[config.mk]
export PLATFORM = sky130hd
export DESIGN_NAME = program_counter_sequencer
export DESIGN_NICKNAME = d
export VERILOG_FILES = /design/src/design/level_sync.v /design/src/design/program_counter_sequencer.v
export VERILOG_INCLUDE_DIRS = /design/src /design/src/design
export SDC_FILE = /design/constraint.sdc
export NUM_CORES = 1
export LEC_CHECK = 0
export ABC_AREA = 0
export BUFFER_PORTS_ARGS = -buffer_cell sky130_fd_sc_hd__buf_2
export CORE_ASPECT_RATIO = 0.9
export CORE_MARGIN = 2
export CORE_UTILIZATION = 40
export CTS_CLUSTER_DIAMETER = 60
export DETAILED_ROUTE_END_ITERATION = 12
export MAX_ROUTING_LAYER = met4
export PLACE_DENSITY = 0.66
export SETUP_SLACK_MARGIN = 0.15
export SLEW_MARGIN = 0
export SYNTH_ARGS = -nofsm -noshare
export SYNTH_HDL_FRONTEND = slang
export SYNTH_SLANG_ARGS = --single-unit
[constraint.sdc]
create_clock -name aclk -period 5.27 [get_ports aclk]
set_input_delay 1.054 -clock aclk [delete_from_list [all_inputs] [get_ports aclk]]
set_output_delay 1.054 -clock aclk [all_outputs]
set_load 0.01 [all_outputs]
[src/design/pc_seq_map.vh]
// Register offsets, field layout, reset values and opcodes of the program counter sequencer
`ifndef PC_SEQ_MAP_VH
`define PC_SEQ_MAP_VH

// ==========================================================
// Register indices (byte address = index * 4)
`define IDX_TABLE_DATA_HIGH    8'h94
`define IDX_TABLE_POINTER_HIGH 8'h9a
`define IDX_TABLE_POINTER_LOW  8'h9b
`define IDX_PC_HIGH_LATCH      8'h0a
`define IDX_PC_LOW_BYTE        8'h02
`define IDX_STATUS             8'hc0
`define IDX_CONTROL            8'hc1

// ==========================================================
// Field positions
`define STAT_TO_BIT       0
`define STAT_PD_BIT       1
`define STAT_CAUSE_LSB    2
`define STAT_CAUSE_MSB    4
`define STAT_PC_LSB       8
`define STAT_PC_MSB       18
`define CTRL_GIE_BIT      0

// ==========================================================
// Reset values and vectors
`define PC_RESET_VECTOR   11'h000
`define PC_IRQ_VECTOR     11'h004
`define PC_LAST_WORD      11'h7ff
`define PTR_RESET         8'h00
`define LATCH_RESET       3'h0
`define CAUSE_POWER_ON    3'h1
`define CAUSE_WATCHDOG    3'h2
`define CAUSE_LOW_SUPPLY  3'h4

// ==========================================================
// Core command opcodes
`define OP_ADVANCE        3'h0
`define OP_JUMP           3'h1
`define OP_ADD_PC_LOW     3'h2
`define OP_WRITE_PC_LOW   3'h3
`define OP_IRQ_ENTRY      3'h4
`define OP_RETURN_IRQ     3'h5
`define OP_TABLE_REG      3'h6
`define OP_TABLE_WORKING  3'h7

// ==========================================================
// AXI responses
`define RESP_OKAY         2'h0
`define RESP_SLVERR       2'h2

`endif

[src/design/level_sync.v]
// Two-flop synchroniser for a level arriving from outside the clock domain
module level_sync #(
  parameter RESET_LEVEL = 1'b0
) (
  input  wire aclk,
  input  wire aresetn,
  input  wire async_in,
  output reg  sync_out
);

  reg stage1_q;

  // First stage feeds only the second stage to keep metastability contained
  always @(posedge aclk) begin
    if (!aresetn) begin
      stage1_q <= RESET_LEVEL;
      sync_out <= RESET_LEVEL;
    end else begin
      stage1_q <= async_in;
      sync_out <= stage1_q;
    end
  end

endmodule

[src/design/program_counter_sequencer.v]
// Program counter sequencing, vectors, lookup reads and register slave of the core
// ==========================================================
`include "pc_seq_map.vh"

module program_counter_sequencer (
  input  wire        aclk,
  input  wire        aresetn,
  // AXI4-Lite slave
  input  wire [9:0]  s_axi_awaddr,
  input  wire        s_axi_awvalid,
  output reg         s_axi_awready,
  input  wire [31:0] s_axi_wdata,
  input  wire [3:0]  s_axi_wstrb,
  input  wire        s_axi_wvalid,
  output reg         s_axi_wready,
  output reg  [1:0]  s_axi_bresp,
  output reg         s_axi_bvalid,
  input  wire        s_axi_bready,
  input  wire [9:0]  s_axi_araddr,
  input  wire        s_axi_arvalid,
  output reg         s_axi_arready,
  output reg  [31:0] s_axi_rdata,
  output reg  [1:0]  s_axi_rresp,
  output reg         s_axi_rvalid,
  input  wire        s_axi_rready,
  // Reset sources from outside the domain
  input  wire        power_on_reset,
  input  wire        watchdog_reset,
  input  wire        low_supply_reset,
  // Core events on this clock
  input  wire        sleep_exec,
  input  wire        wdt_clear_exec,
  // Core command port
  input  wire        cmd_valid,
  input  wire [2:0]  cmd_op,
  input  wire [10:0] cmd_target,
  input  wire [7:0]  cmd_data,
  input  wire [8:0]  cmd_file_addr,
  input  wire [7:0]  working_reg,
  output reg         cmd_ready_q,
  // Program flash, one cycle read latency
  output reg  [10:0] flash_addr_q,
  input  wire [15:0] flash_data,
  // Hardware stack
  output reg         stack_push_q,
  output reg  [10:0] stack_push_data_q,
  output reg         stack_pop_q,
  input  wire [10:0] stack_top,
  // Results
  output reg  [10:0] pc_q,
  output reg         gie_q,
  output reg         file_wr_q,
  output reg  [8:0]  file_wr_addr_q,
  output reg  [7:0]  file_wr_data_q,
  output reg         working_wr_q,
  output reg  [7:0]  working_wr_data_q,
  output reg         power_down_flag_q,
  output reg         time_out_flag_q
);

  // ==========================================================
  // Reset sources
  localparam ST_RUN     = 3'b001;
  localparam ST_READ    = 3'b010;
  localparam ST_CAPTURE = 3'b100;

  wire por_s;
  wire wdt_s;
  wire lvr_s;
  reg  por_d1_q;
  reg  wdt_d1_q;
  reg  lvr_d1_q;

  level_sync #(.RESET_LEVEL(1'b0)) u_sync_por (
    .aclk     (aclk),
    .aresetn  (aresetn),
    .async_in (power_on_reset),
    .sync_out (por_s)
  );
  level_sync #(.RESET_LEVEL(1'b0)) u_sync_wdt (
    .aclk     (aclk),
    .aresetn  (aresetn),
    .async_in (watchdog_reset),
    .sync_out (wdt_s)
  );
  level_sync #(.RESET_LEVEL(1'b0)) u_sync_lvr (
    .aclk     (aclk),
    .aresetn  (aresetn),
    .async_in (low_supply_reset),
    .sync_out (lvr_s)
  );

  always @(posedge aclk) begin
    if (!aresetn) begin
      por_d1_q <= 1'b0;
      wdt_d1_q <= 1'b0;
      lvr_d1_q <= 1'b0;
    end else begin
      por_d1_q <= por_s;
      wdt_d1_q <= wdt_s;
      lvr_d1_q <= lvr_s;
    end
  end

  wire por_evt = por_s & ~por_d1_q;
  wire wdt_evt = wdt_s & ~wdt_d1_q;
  wire lvr_evt = lvr_s & ~lvr_d1_q;
  // A held source keeps the core in reset for as long as it stands
  wire sys_rst = por_s | wdt_s | lvr_s;

  // ==========================================================
  // Status flags and reset cause
  reg [2:0] cause_q;

  always @(posedge aclk) begin
    if (!aresetn) begin
      power_down_flag_q <= 1'b1;
      time_out_flag_q   <= 1'b1;
      cause_q           <= `CAUSE_POWER_ON;
    end else if (por_evt) begin
      power_down_flag_q <= 1'b1;
      time_out_flag_q   <= 1'b1;
      cause_q           <= `CAUSE_POWER_ON;
    end else if (lvr_evt) begin
      power_down_flag_q <= 1'b1;
      time_out_flag_q   <= 1'b1;
      cause_q           <= `CAUSE_LOW_SUPPLY;
    end else if (wdt_evt) begin
      power_down_flag_q <= 1'b1;
      time_out_flag_q   <= 1'b0;
      cause_q           <= `CAUSE_WATCHDOG;
    end else if (wdt_clear_exec) begin
      power_down_flag_q <= 1'b1;
      time_out_flag_q   <= 1'b1;
    end else if (sleep_exec) begin
      power_down_flag_q <= 1'b0;
      time_out_flag_q   <= 1'b1;
    end
  end

  // ==========================================================
  // Register bus decode
  reg        aw_have_q;
  reg        w_have_q;
  reg [7:0]  aw_idx_q;
  reg [31:0] w_data_q;
  reg [3:0]  w_strb_q;
  reg [7:0]  ptr_low_q;
  reg [7:0]  ptr_high_q;
  reg [7:0]  table_data_high_q;
  reg [2:0]  pc_latch_q;

  wire wr_fire = aw_have_q & w_have_q & ~s_axi_bvalid;
  wire wr_lo   = wr_fire & w_strb_q[0];
  wire wr_ptr_low  = wr_lo & (aw_idx_q == `IDX_TABLE_POINTER_LOW);
  wire wr_ptr_high = wr_lo & (aw_idx_q == `IDX_TABLE_POINTER_HIGH);
  wire wr_latch    = wr_lo & (aw_idx_q == `IDX_PC_HIGH_LATCH);
  wire wr_ctrl     = wr_lo & (aw_idx_q == `IDX_CONTROL);

  reg wr_mapped;
  always @* begin
    if (aw_idx_q == `IDX_TABLE_POINTER_LOW) begin
      wr_mapped = 1'b1;
    end else if (aw_idx_q == `IDX_TABLE_POINTER_HIGH) begin
      wr_mapped = 1'b1;
    end else if (aw_idx_q == `IDX_PC_HIGH_LATCH) begin
      wr_mapped = 1'b1;
    end else if (aw_idx_q == `IDX_CONTROL) begin
      wr_mapped = 1'b1;
    end else if (aw_idx_q == `IDX_TABLE_DATA_HIGH) begin
      wr_mapped = 1'b1;
    end else if (aw_idx_q == `IDX_PC_LOW_BYTE) begin
      wr_mapped = 1'b1;
    end else if (aw_idx_q == `IDX_STATUS) begin
      wr_mapped = 1'b1;
    end else begin
      wr_mapped = 1'b0;
    end
  end

  // Address and data may arrive in either order; each is held until both are in
  always @(posedge aclk) begin
    if (!aresetn) begin
      aw_have_q     <= 1'b0;
      w_have_q      <= 1'b0;
      aw_idx_q      <= 8'h00;
      w_data_q      <= 32'h0000_0000;
      w_strb_q      <= 4'h0;
      s_axi_awready <= 1'b0;
      s_axi_wready  <= 1'b0;
      s_axi_bvalid  <= 1'b0;
      s_axi_bresp   <= `RESP_OKAY;
    end else begin
      s_axi_awready <= ~aw_have_q & ~(s_axi_awvalid & s_axi_awready) & ~s_axi_bvalid;
      s_axi_wready  <= ~w_have_q & ~(s_axi_wvalid & s_axi_wready) & ~s_axi_bvalid;
      if (s_axi_awvalid & s_axi_awready) begin
        aw_have_q <= 1'b1;
        aw_idx_q  <= s_axi_awaddr[9:2];
      end
      if (s_axi_wvalid & s_axi_wready) begin
        w_have_q <= 1'b1;
        w_data_q <= s_axi_wdata;
        w_strb_q <= s_axi_wstrb;
      end
      if (wr_fire) begin
        aw_have_q    <= 1'b0;
        w_have_q     <= 1'b0;
        s_axi_bvalid <= 1'b1;
        s_axi_bresp  <= wr_mapped ? `RESP_OKAY : `RESP_SLVERR;
      end else if (s_axi_bvalid & s_axi_bready) begin
        s_axi_bvalid <= 1'b0;
      end
    end
  end

  reg [31:0] rd_word;
  reg        rd_mapped;
  always @* begin
    rd_word   = 32'h0000_0000;
    rd_mapped = 1'b1;
    if (s_axi_araddr[9:2] == `IDX_TABLE_POINTER_LOW) begin
      rd_word[7:0] = ptr_low_q;
    end else if (s_axi_araddr[9:2] == `IDX_TABLE_POINTER_HIGH) begin
      rd_word[7:0] = ptr_high_q;
    end else if (s_axi_araddr[9:2] == `IDX_TABLE_DATA_HIGH) begin
      rd_word[7:0] = table_data_high_q;
    end else if (s_axi_araddr[9:2] == `IDX_PC_HIGH_LATCH) begin
      rd_word[2:0] = pc_latch_q;
    end else if (s_axi_araddr[9:2] == `IDX_PC_LOW_BYTE) begin
      rd_word[7:0] = pc_q[7:0];
    end else if (s_axi_araddr[9:2] == `IDX_STATUS) begin
      rd_word[`STAT_TO_BIT] = time_out_flag_q;
      rd_word[`STAT_PD_BIT] = power_down_flag_q;
      rd_word[`STAT_CAUSE_MSB:`STAT_CAUSE_LSB] = cause_q;
      rd_word[`STAT_PC_MSB:`STAT_PC_LSB] = pc_q;
    end else if (s_axi_araddr[9:2] == `IDX_CONTROL) begin
      rd_word[`CTRL_GIE_BIT] = gie_q;
    end else begin
      rd_mapped = 1'b0;
    end
  end

  always @(posedge aclk) begin
    if (!aresetn) begin
      s_axi_arready <= 1'b0;
      s_axi_rvalid  <= 1'b0;
      s_axi_rdata   <= 32'h0000_0000;
      s_axi_rresp   <= `RESP_OKAY;
    end else begin
      s_axi_arready <= ~s_axi_rvalid & ~(s_axi_arvalid & s_axi_arready);
      if (s_axi_arvalid & s_axi_arready) begin
        s_axi_rvalid <= 1'b1;
        s_axi_rdata  <= rd_word;
        s_axi_rresp  <= rd_mapped ? `RESP_OKAY : `RESP_SLVERR;
      end else if (s_axi_rvalid & s_axi_rready) begin
        s_axi_rvalid <= 1'b0;
      end
    end
  end

  // ==========================================================
  // Sequencer
  reg [2:0]  state_q;
  reg        tbl_to_working_q;
  reg [8:0]  tbl_file_q;
  wire       take   = cmd_valid & cmd_ready_q & (state_q == ST_RUN);
  wire [10:0] pc_next = (pc_q == `PC_LAST_WORD) ? `PC_RESET_VECTOR : pc_q + 11'h001;
  // Carry out of the low byte is dropped on purpose; jump tables stay in one page
  wire [7:0] low_sum = pc_next[7:0] + working_reg;
  wire       irq_ok  = take & (cmd_op == `OP_IRQ_ENTRY) & gie_q;

  always @(posedge aclk) begin
    if (!aresetn || sys_rst) begin
      pc_q              <= `PC_RESET_VECTOR;
      flash_addr_q      <= `PC_RESET_VECTOR;
      state_q           <= ST_RUN;
      cmd_ready_q       <= 1'b0;
      ptr_low_q         <= `PTR_RESET;
      ptr_high_q        <= `PTR_RESET;
      table_data_high_q <= `PTR_RESET;
      pc_latch_q        <= `LATCH_RESET;
      gie_q             <= 1'b0;
      tbl_to_working_q  <= 1'b0;
      tbl_file_q        <= 9'h000;
      stack_push_q      <= 1'b0;
      stack_push_data_q <= `PC_RESET_VECTOR;
      stack_pop_q       <= 1'b0;
      file_wr_q         <= 1'b0;
      file_wr_addr_q    <= 9'h000;
      file_wr_data_q    <= 8'h00;
      working_wr_q      <= 1'b0;
      working_wr_data_q <= 8'h00;
    end else begin
      stack_push_q <= 1'b0;
      stack_pop_q  <= 1'b0;
      file_wr_q    <= 1'b0;
      working_wr_q <= 1'b0;
      if (wr_ptr_low) begin
        ptr_low_q <= w_data_q[7:0];
      end
      if (wr_ptr_high) begin
        ptr_high_q <= w_data_q[7:0];
      end
      if (wr_latch) begin
        pc_latch_q <= w_data_q[2:0];
      end
      // Hardware set and clear of the enable win over a same-cycle software write
      if (irq_ok) begin
        gie_q <= 1'b0;
      end else if (take && cmd_op == `OP_RETURN_IRQ) begin
        gie_q <= 1'b1;
      end else if (wr_ctrl) begin
        gie_q <= w_data_q[`CTRL_GIE_BIT];
      end
      case (state_q)
        ST_RUN: begin
          cmd_ready_q  <= 1'b1;
          flash_addr_q <= pc_q;
          if (take) begin
            case (cmd_op)
              `OP_JUMP: begin
                pc_q         <= cmd_target;
                flash_addr_q <= cmd_target;
              end
              `OP_ADD_PC_LOW: begin
                pc_q         <= {pc_latch_q, low_sum};
                flash_addr_q <= {pc_latch_q, low_sum};
              end
              `OP_WRITE_PC_LOW: begin
                pc_q         <= {pc_latch_q, cmd_data};
                flash_addr_q <= {pc_latch_q, cmd_data};
              end
              `OP_IRQ_ENTRY: begin
                // Only the counter is saved; working and status stay untouched
                if (gie_q) begin
                  stack_push_q      <= 1'b1;
                  stack_push_data_q <= pc_q;
                  pc_q              <= `PC_IRQ_VECTOR;
                  flash_addr_q      <= `PC_IRQ_VECTOR;
                end
              end
              `OP_RETURN_IRQ: begin
                stack_pop_q  <= 1'b1;
                pc_q         <= stack_top;
                flash_addr_q <= stack_top;
              end
              `OP_TABLE_REG, `OP_TABLE_WORKING: begin
                // Flash port is borrowed for two cycles, so the command port stalls
                pc_q             <= pc_next;
                flash_addr_q     <= {ptr_high_q[2:0], ptr_low_q};
                tbl_to_working_q <= (cmd_op == `OP_TABLE_WORKING);
                tbl_file_q       <= cmd_file_addr;
                cmd_ready_q      <= 1'b0;
                state_q          <= ST_READ;
              end
              default: begin
                pc_q         <= pc_next;
                flash_addr_q <= pc_next;
              end
            endcase
          end
        end
        ST_READ: begin
          state_q <= ST_CAPTURE;
        end
        ST_CAPTURE: begin
          table_data_high_q <= flash_data[15:8];
          if (tbl_to_working_q) begin
            working_wr_q      <= 1'b1;
            working_wr_data_q <= flash_data[7:0];
          end else begin
            file_wr_q      <= 1'b1;
            file_wr_addr_q <= tbl_file_q;
            file_wr_data_q <= flash_data[7:0];
          end
          flash_addr_q <= pc_q;
          cmd_ready_q  <= 1'b1;
          state_q      <= ST_RUN;
        end
        default: begin
          state_q <= ST_RUN;
        end
      endcase
    end
  end

endmodule

Word level (Yosys, flattened, before mapping)
Index checks and enable logic that the tools add are counted.
{"block": "classes", "n_addsub": 2, "muxes": 58, "reduce_logical": 24, "eq_ne": 27, "n_bitwise": 42}
{"op": "two-way mux 11 bit", "count": 8}
{"op": "== test 8 bit, second input constant", "count": 10}
{"op": "one-hot mux 11 bit (6 select lines)", "count": 1}
{"op": "one-hot mux 11 bit (5 select lines)", "count": 1}
{"op": "two-way mux 1 bit", "count": 31}
{"op": "AND 1 bit", "count": 24}
{"op": "two-way mux 8 bit", "count": 3}
{"op": "one-hot mux 11 bit (2 select lines)", "count": 1}
{"op": "two-way mux 3 bit", "count": 6}
{"op": "== test 8 x 2 -> 1 bit, second input constant", "count": 2}
{"op": "== test 8 x 4 -> 1 bit, second input constant", "count": 2}
{"op": "two-way mux 16 bit", "count": 1}
{"op": "inverter 1 bit", "count": 16}
{"op": "== test 3 bit, second input constant", "count": 5}
{"op": "adder 11 x 1 -> 11 bit, second input constant", "count": 1}
{"op": "== test 11 bit, second input constant", "count": 1}
{"op": "nonzero test 2 bit", "count": 5}
{"op": "OR reduction 2 bit", "count": 5}
{"op": "== test 3 x 2 -> 1 bit, second input constant", "count": 3}
{"op": "adder 8 bit", "count": 1}
{"op": "AND reduction 2 bit", "count": 4}
{"op": "== test 3 x 1 -> 1 bit, second input constant", "count": 2}
{"op": "one-hot mux 3 bit (2 select lines)", "count": 1}
{"op": "OR reduction 3 bit", "count": 2}
{"op": "other kinds (15)", "count": 17}
{"block": "word_totals", "wordCells": 198, "reg_bits": 165, "input_bits": 135, "output_inout_bits": 107}

Depth between registers and ports, before layout
{"block": "logic_depth", "ltp_word": 9, "depth_mapped": 12, "depth_no_buf": 12}

Modules after synthesis
From an unflattened synthesis, not the netlist that was laid out.
{"block": "unflattened", "hier_cells": 921, "area_unflattened_um2": 7611.0}
{"mod": "program_counter_sequencer", "cells_per_inst": 909, "area_each_um2": 7453.4, "seq_area_each_um2": 3143.0, "instances": 1}
{"mod": "level_sync", "cells_per_inst": 4, "area_each_um2": 52.6, "seq_area_each_um2": 40.0, "instances": 3}

Worst setup path after synthesis
No wires, ideal clock.
{"block": "synth_timing", "path_type": "reg2reg", "startpoint": "reg pc_q[1]", "endpoint": "reg flash_addr_q[5]", "setup_ns": 0.119, "stages_incl_launch_ff": 12, "t_required_ns": 5.151, "period_less_slack_ns": 3.396, "path_slack_ns": 1.874, "t_arrival_ns": 3.278, "n_path_buf": 0, "cell_sequence": "dfxtp_1 ha_1 nand3_2 or4_1 and2_1 ha_1 a21oi_1 o21ai_1 or4b_2 o211ai_1 a21oi_1 o221a_1"}
{"block": "synth_via", "elab_chain_len": 6, "elab_cells_between_ends": 7, "cone_classes": "2 x add/sub; 1 x eq/ne; 4 x mux"}
{"element": "start: declaration", "line": "program_counter_sequencer.v:50", "rtl": "output reg [10:0] pc_q,"}
{"element": "start signal: assignment", "line": "program_counter_sequencer.v:274", "rtl": "pc_q <= `PC_RESET_VECTOR;"}
{"element": "start signal: assignment", "line": "program_counter_sequencer.v:322", "rtl": "pc_q <= cmd_target;"}
{"element": "start signal: assignment", "line": "program_counter_sequencer.v:326", "rtl": "pc_q <= {pc_latch_q, low_sum};"}
{"element": "adder 11 x 1 -> 11 bit / == test 11 bit (equally long branches)"}
{"element": "two-way mux 11 bit (*)", "line": "program_counter_sequencer.v:267", "rtl": "wire [10:0] pc_next = (pc_q == `PC_LAST_WORD) ? `PC_RESET_VECTOR : pc_q + 11'h001;"}
{"element": "adder 8 bit", "line": "program_counter_sequencer.v:269", "rtl": "wire [7:0] low_sum = pc_next[7:0] + working_reg;"}
{"element": "one-hot mux 11 bit (6 select lines) (*)", "line": "program_counter_sequencer.v:320", "rtl": "case (cmd_op)"}
{"element": "two-way mux 11 bit (*)", "line": "program_counter_sequencer.v:319", "rtl": "if (take) begin"}
{"element": "one-hot mux 11 bit (2 select lines) (*)", "line": "program_counter_sequencer.v:315", "rtl": "case (state_q)"}
{"element": "end signal: assignment", "line": "program_counter_sequencer.v:275", "rtl": "flash_addr_q <= `PC_RESET_VECTOR;"}
{"element": "end signal: assignment", "line": "program_counter_sequencer.v:318", "rtl": "flash_addr_q <= pc_q;"}
{"element": "end signal: assignment", "line": "program_counter_sequencer.v:323", "rtl": "flash_addr_q <= cmd_target;"}
{"element": "end: declaration", "line": "program_counter_sequencer.v:42", "rtl": "output reg [10:0] flash_addr_q,"}
Mark *: on every way between the ends. The rest lies on a longest branch, timed or not.
A chain may end at the register's enable or synchronous reset.

Final worst setup path
{"block": "layout_timing", "startpoint": "reg pc_q[0]", "endpoint": "reg flash_addr_q[1]"}
The elaborated chain is that of the path after synthesis.

==> out/summary.txt <==
Wire length per cell = 17.4 um
Reg area = 3260 sq um
Post-synth top area share = 42.7%
Sw Ratio = 26.4%
Die W = 150 um
PostCTS Resize Cnt = 0
Vias/cell = 5.41
CP cell instances = ha_1 -> nand3_2 -> or4_1 -> and2_1 -> fa_1 -> nand3b_1 -> a21oi_1 -> a2111oi_0 -> a31oi_1 -> a21oi_1 -> nor2_1
Gate power share = 9.5%
Top cells by area, synth = dfxtp_1, nand2_1, a21oi_1, mux2i_1, nor2_1
Ratio of total power to cell area = 296 nW/um^2
Area leader, netlist = dfxtp_1
Max Cap Violations = 0
Mean area per synthesized cell = 8.45 sq um
Area growth syn-to-layout = 21.6%
Antenna violations before repair = 3
Clk pwr share = 43.9%
Post-CTS Hold Fix Bufs = 0
DP HPWL = 16,700 um
Core area = 18,600 sq um
Fin. Hold Viols = 0
Clock latency on the worst-skew pair = 0.43 ns
Family with the most delay on the worst path = compound AO/OA/AOI/OAI gates
Commonest non-fill, non-tap cells in the layout = buf_2, dfxtp_1, nand2_1, a21oi_1, nor2_1
Post-Syn Instances = 905
Cell variety after synth = 76
Grt total ovfl = 0
Num CTS Buffers = 17
Port Buffer Count = 195
Path type of the worst setup path = register to register
Fmax = 0.241 GHz
Number of flops mapped to enable cells by yosys = 0
Crit Path Max Fanout = 13
LEAKAGE = 0.00383 uW
CP arrival = 4.42 ns
Layout Skew = 0.0120 ns
Int Power = 2030 uW
Chip height = 135 um
Min-delay worst type = register to register
Io pins = 242
Setup crit end kind = register
Filler instances = 1,839
Vias = 7,199
Outcome = finished clean
ANT nets after route = 0
CTS clk-pin slew, worst paths = 0.06 ns
Area of the die = 20,200 sq um
Iteration-0 DRC count of the detailed router = 663
H-tree depth = 4
Worst rel slew slack = 30.9%
CTS tree = yes
Flop pwr share = 46.6%
TNS Setup = 0 ns
Seq/Total Area, Yosys = 42.7%
Worst Reg-to-Reg Cells = 11
Hold path cells = 1
FFs w/ async S/R, synth = 0%
Worst hold slack = 0.430 ns
RR Startpoint = pc_q[0]
Unrepaired setup endpoints after global routing = no
#FFs+latches synth = 163
Number of global-route vias before repair = 6,570
Cell area after synthesis = 7650 sq um
Total GRT Usage = 23.4%
Setup-failing EPs final = 0
Gpl congestion = 0.933
Layout cells sized above 1 = 23.5%
Final nets = 1,214
Pre-antenna DRT Iters = 8
Top_reg_cell synth = dfxtp_1
Clock Sink Count = 163
R2R Setup Slk = 1.13 ns
Crit-path max cell delay = 0.71 ns
Slew of the pin with the lowest slew margin = 1.03 ns
Worst R2R End = flash_addr_q[1]
Period utilization = 78.6%
Worst vdd ir = 0.000241 V
Multi-input gate area = 4070 sq um
Largest net degree at the start of global routing = 80
Commonest non-fill, non-tap cell in the layout = buf_2
Hold EP = u_sync_wdt.sync_out
First-pass GRT wire length = 35,800 um
Buf/Inv on CP = 0
Postcts setup bufs = 0
Tmin final = 4.14 ns
CP max-delay cell = dfxtp_1
Worst Path Required = 5.55 ns
Drc violations = 0
Hold Crit Start = u_sync_wdt.stage1_q
Critical Path Most Common Cell = a21oi_1
Max clock buf depth = 2
Starting Density = 41.2%
NetSw = 727 uW
Slew Limit Fails = 0
CTS Root Cell = clkbuf_16
# rows = 47
Crit path launch type = register
Synth warnings = 0
Detailed Route WL = 23,100 um
[power by group through the flow]
stage | clock, uW | sequential, uW | combinational, uW
3_3_place_gp | 0 | 1310 | 258
4_1_cts | 1230 | 1280 | 261
6_report | 1210 | 1280 | 262
5_1_grt | 1280 | 1290 | 290
3_5_place_dp | 0 | 1310 | 260
2_1_floorplan | 0 | 1310 | 168
[kinds of logic after synthesis]
family                   after synthesis  synth area share (%)
AO/OA/AOI/OAI                        251                  21.9
XOR/XNOR                              10                  1.15
adder cells (fa/ha/maj)                9                  1.57
buffers and inverters                 84                  4.99
flip-flops                           163                  42.7
multiplexers                          43                  5.68
other                                  1                0.0490
AND/OR/NAND/NOR                      344                  22.0
[per-layer routing]
metal	up-vias	share of wire [%]	global-route usage (%)
li1	3528	-	-
met1	3336	45	32.4
met2	306	44	34.5
met3	29	9.1	5.35
met4	0	1.7	6.55
met5	-	0	-
[cell usage after synthesis (all sizes together), types with 3 or more instances]
master	n
dfxtp	163
nand2	149
a21oi	85
nor2	74
clkbuf	46
o21ai	43
mux2i	40
buf	25
a21boi	24
a22o	23
and2	22
nor3	18
nand3	14
inv	13
nand2b	10
nor2b	9
ha	8
a31oi	7
o211ai	7
o2bb2ai	7
or3	7
a221oi	6
nor4	6
o221ai	6
xnor2	6
a21o	5
and3	5
nand3b	5
nand4	5
nor4b	5
o31ai	5
a2111oi	4
o21a	4
xor2	4
a221o	3
a22oi	3
mux2	3
nor3b	3
o211a	3
[layout make-up]
class                           count  area share [%]
Clock buffer                       19            4.76
Antenna cell                        3          0.0807
Sequential cell                   163            35.1
Multi-Input combinational cell    672            43.8
Inverter                           13           0.525
Timing Repair Buffer              203            11.1
Clock inverter                     13            1.35
Tap cell                          245            3.30
[registers in the layout, indices dropped and copies added (netlist names), 3 cells and up]
register	flops
aw_idx_q	8
tbl_file_q	9
pc_latch_q	3
file_wr_data_q	8
flash_addr_q	11
ptr_low_q	8
state_q	3
s_axi_rdata	19
pc_q	11
stack_push_data_q	11
cause_q	3
file_wr_addr_q	9
w_data_q	8
table_data_high_q	8
working_wr_data_q	8
ptr_high_q	8
[worst max-delay path by stage]
| stage | start | depth (start not counted) | slack, ns | end |
|---|---|---|---|---|
| final | pc_q[0] | 11 | 1.13 | flash_addr_q[1] |
| after detailed placement | pc_q[0] | 11 | 1.31 | flash_addr_q[1] |
| after global routing | pc_q[0] | 11 | 0.90 | flash_addr_q[1] |
| after floorplan | pc_q[1] | 11 | 1.87 | flash_addr_q[5] |
| after global placement | pc_q[0] | 11 | 1.35 | flash_addr_q[1] |
| after CTS | pc_q[0] | 11 | 1.25 | flash_addr_q[1] |
[stage by stage]
stage                     instance area, sq um  setup slack [ns]  instances  utilization (%)  total power [uW]
final                                     9300              1.13       1331             50.1              2750
after global routing                      9300             0.898       1331             50.1              2860
after CTS                                 9290              1.25       1328             50.0              2770
after detailed placement                  8730              1.31       1296             47.0              1570
after global placement                    8730              1.35       1296             47.0              1570
after floorplan                           7700              1.87        919                -              1470
Power figures use the tool's default switching activity.
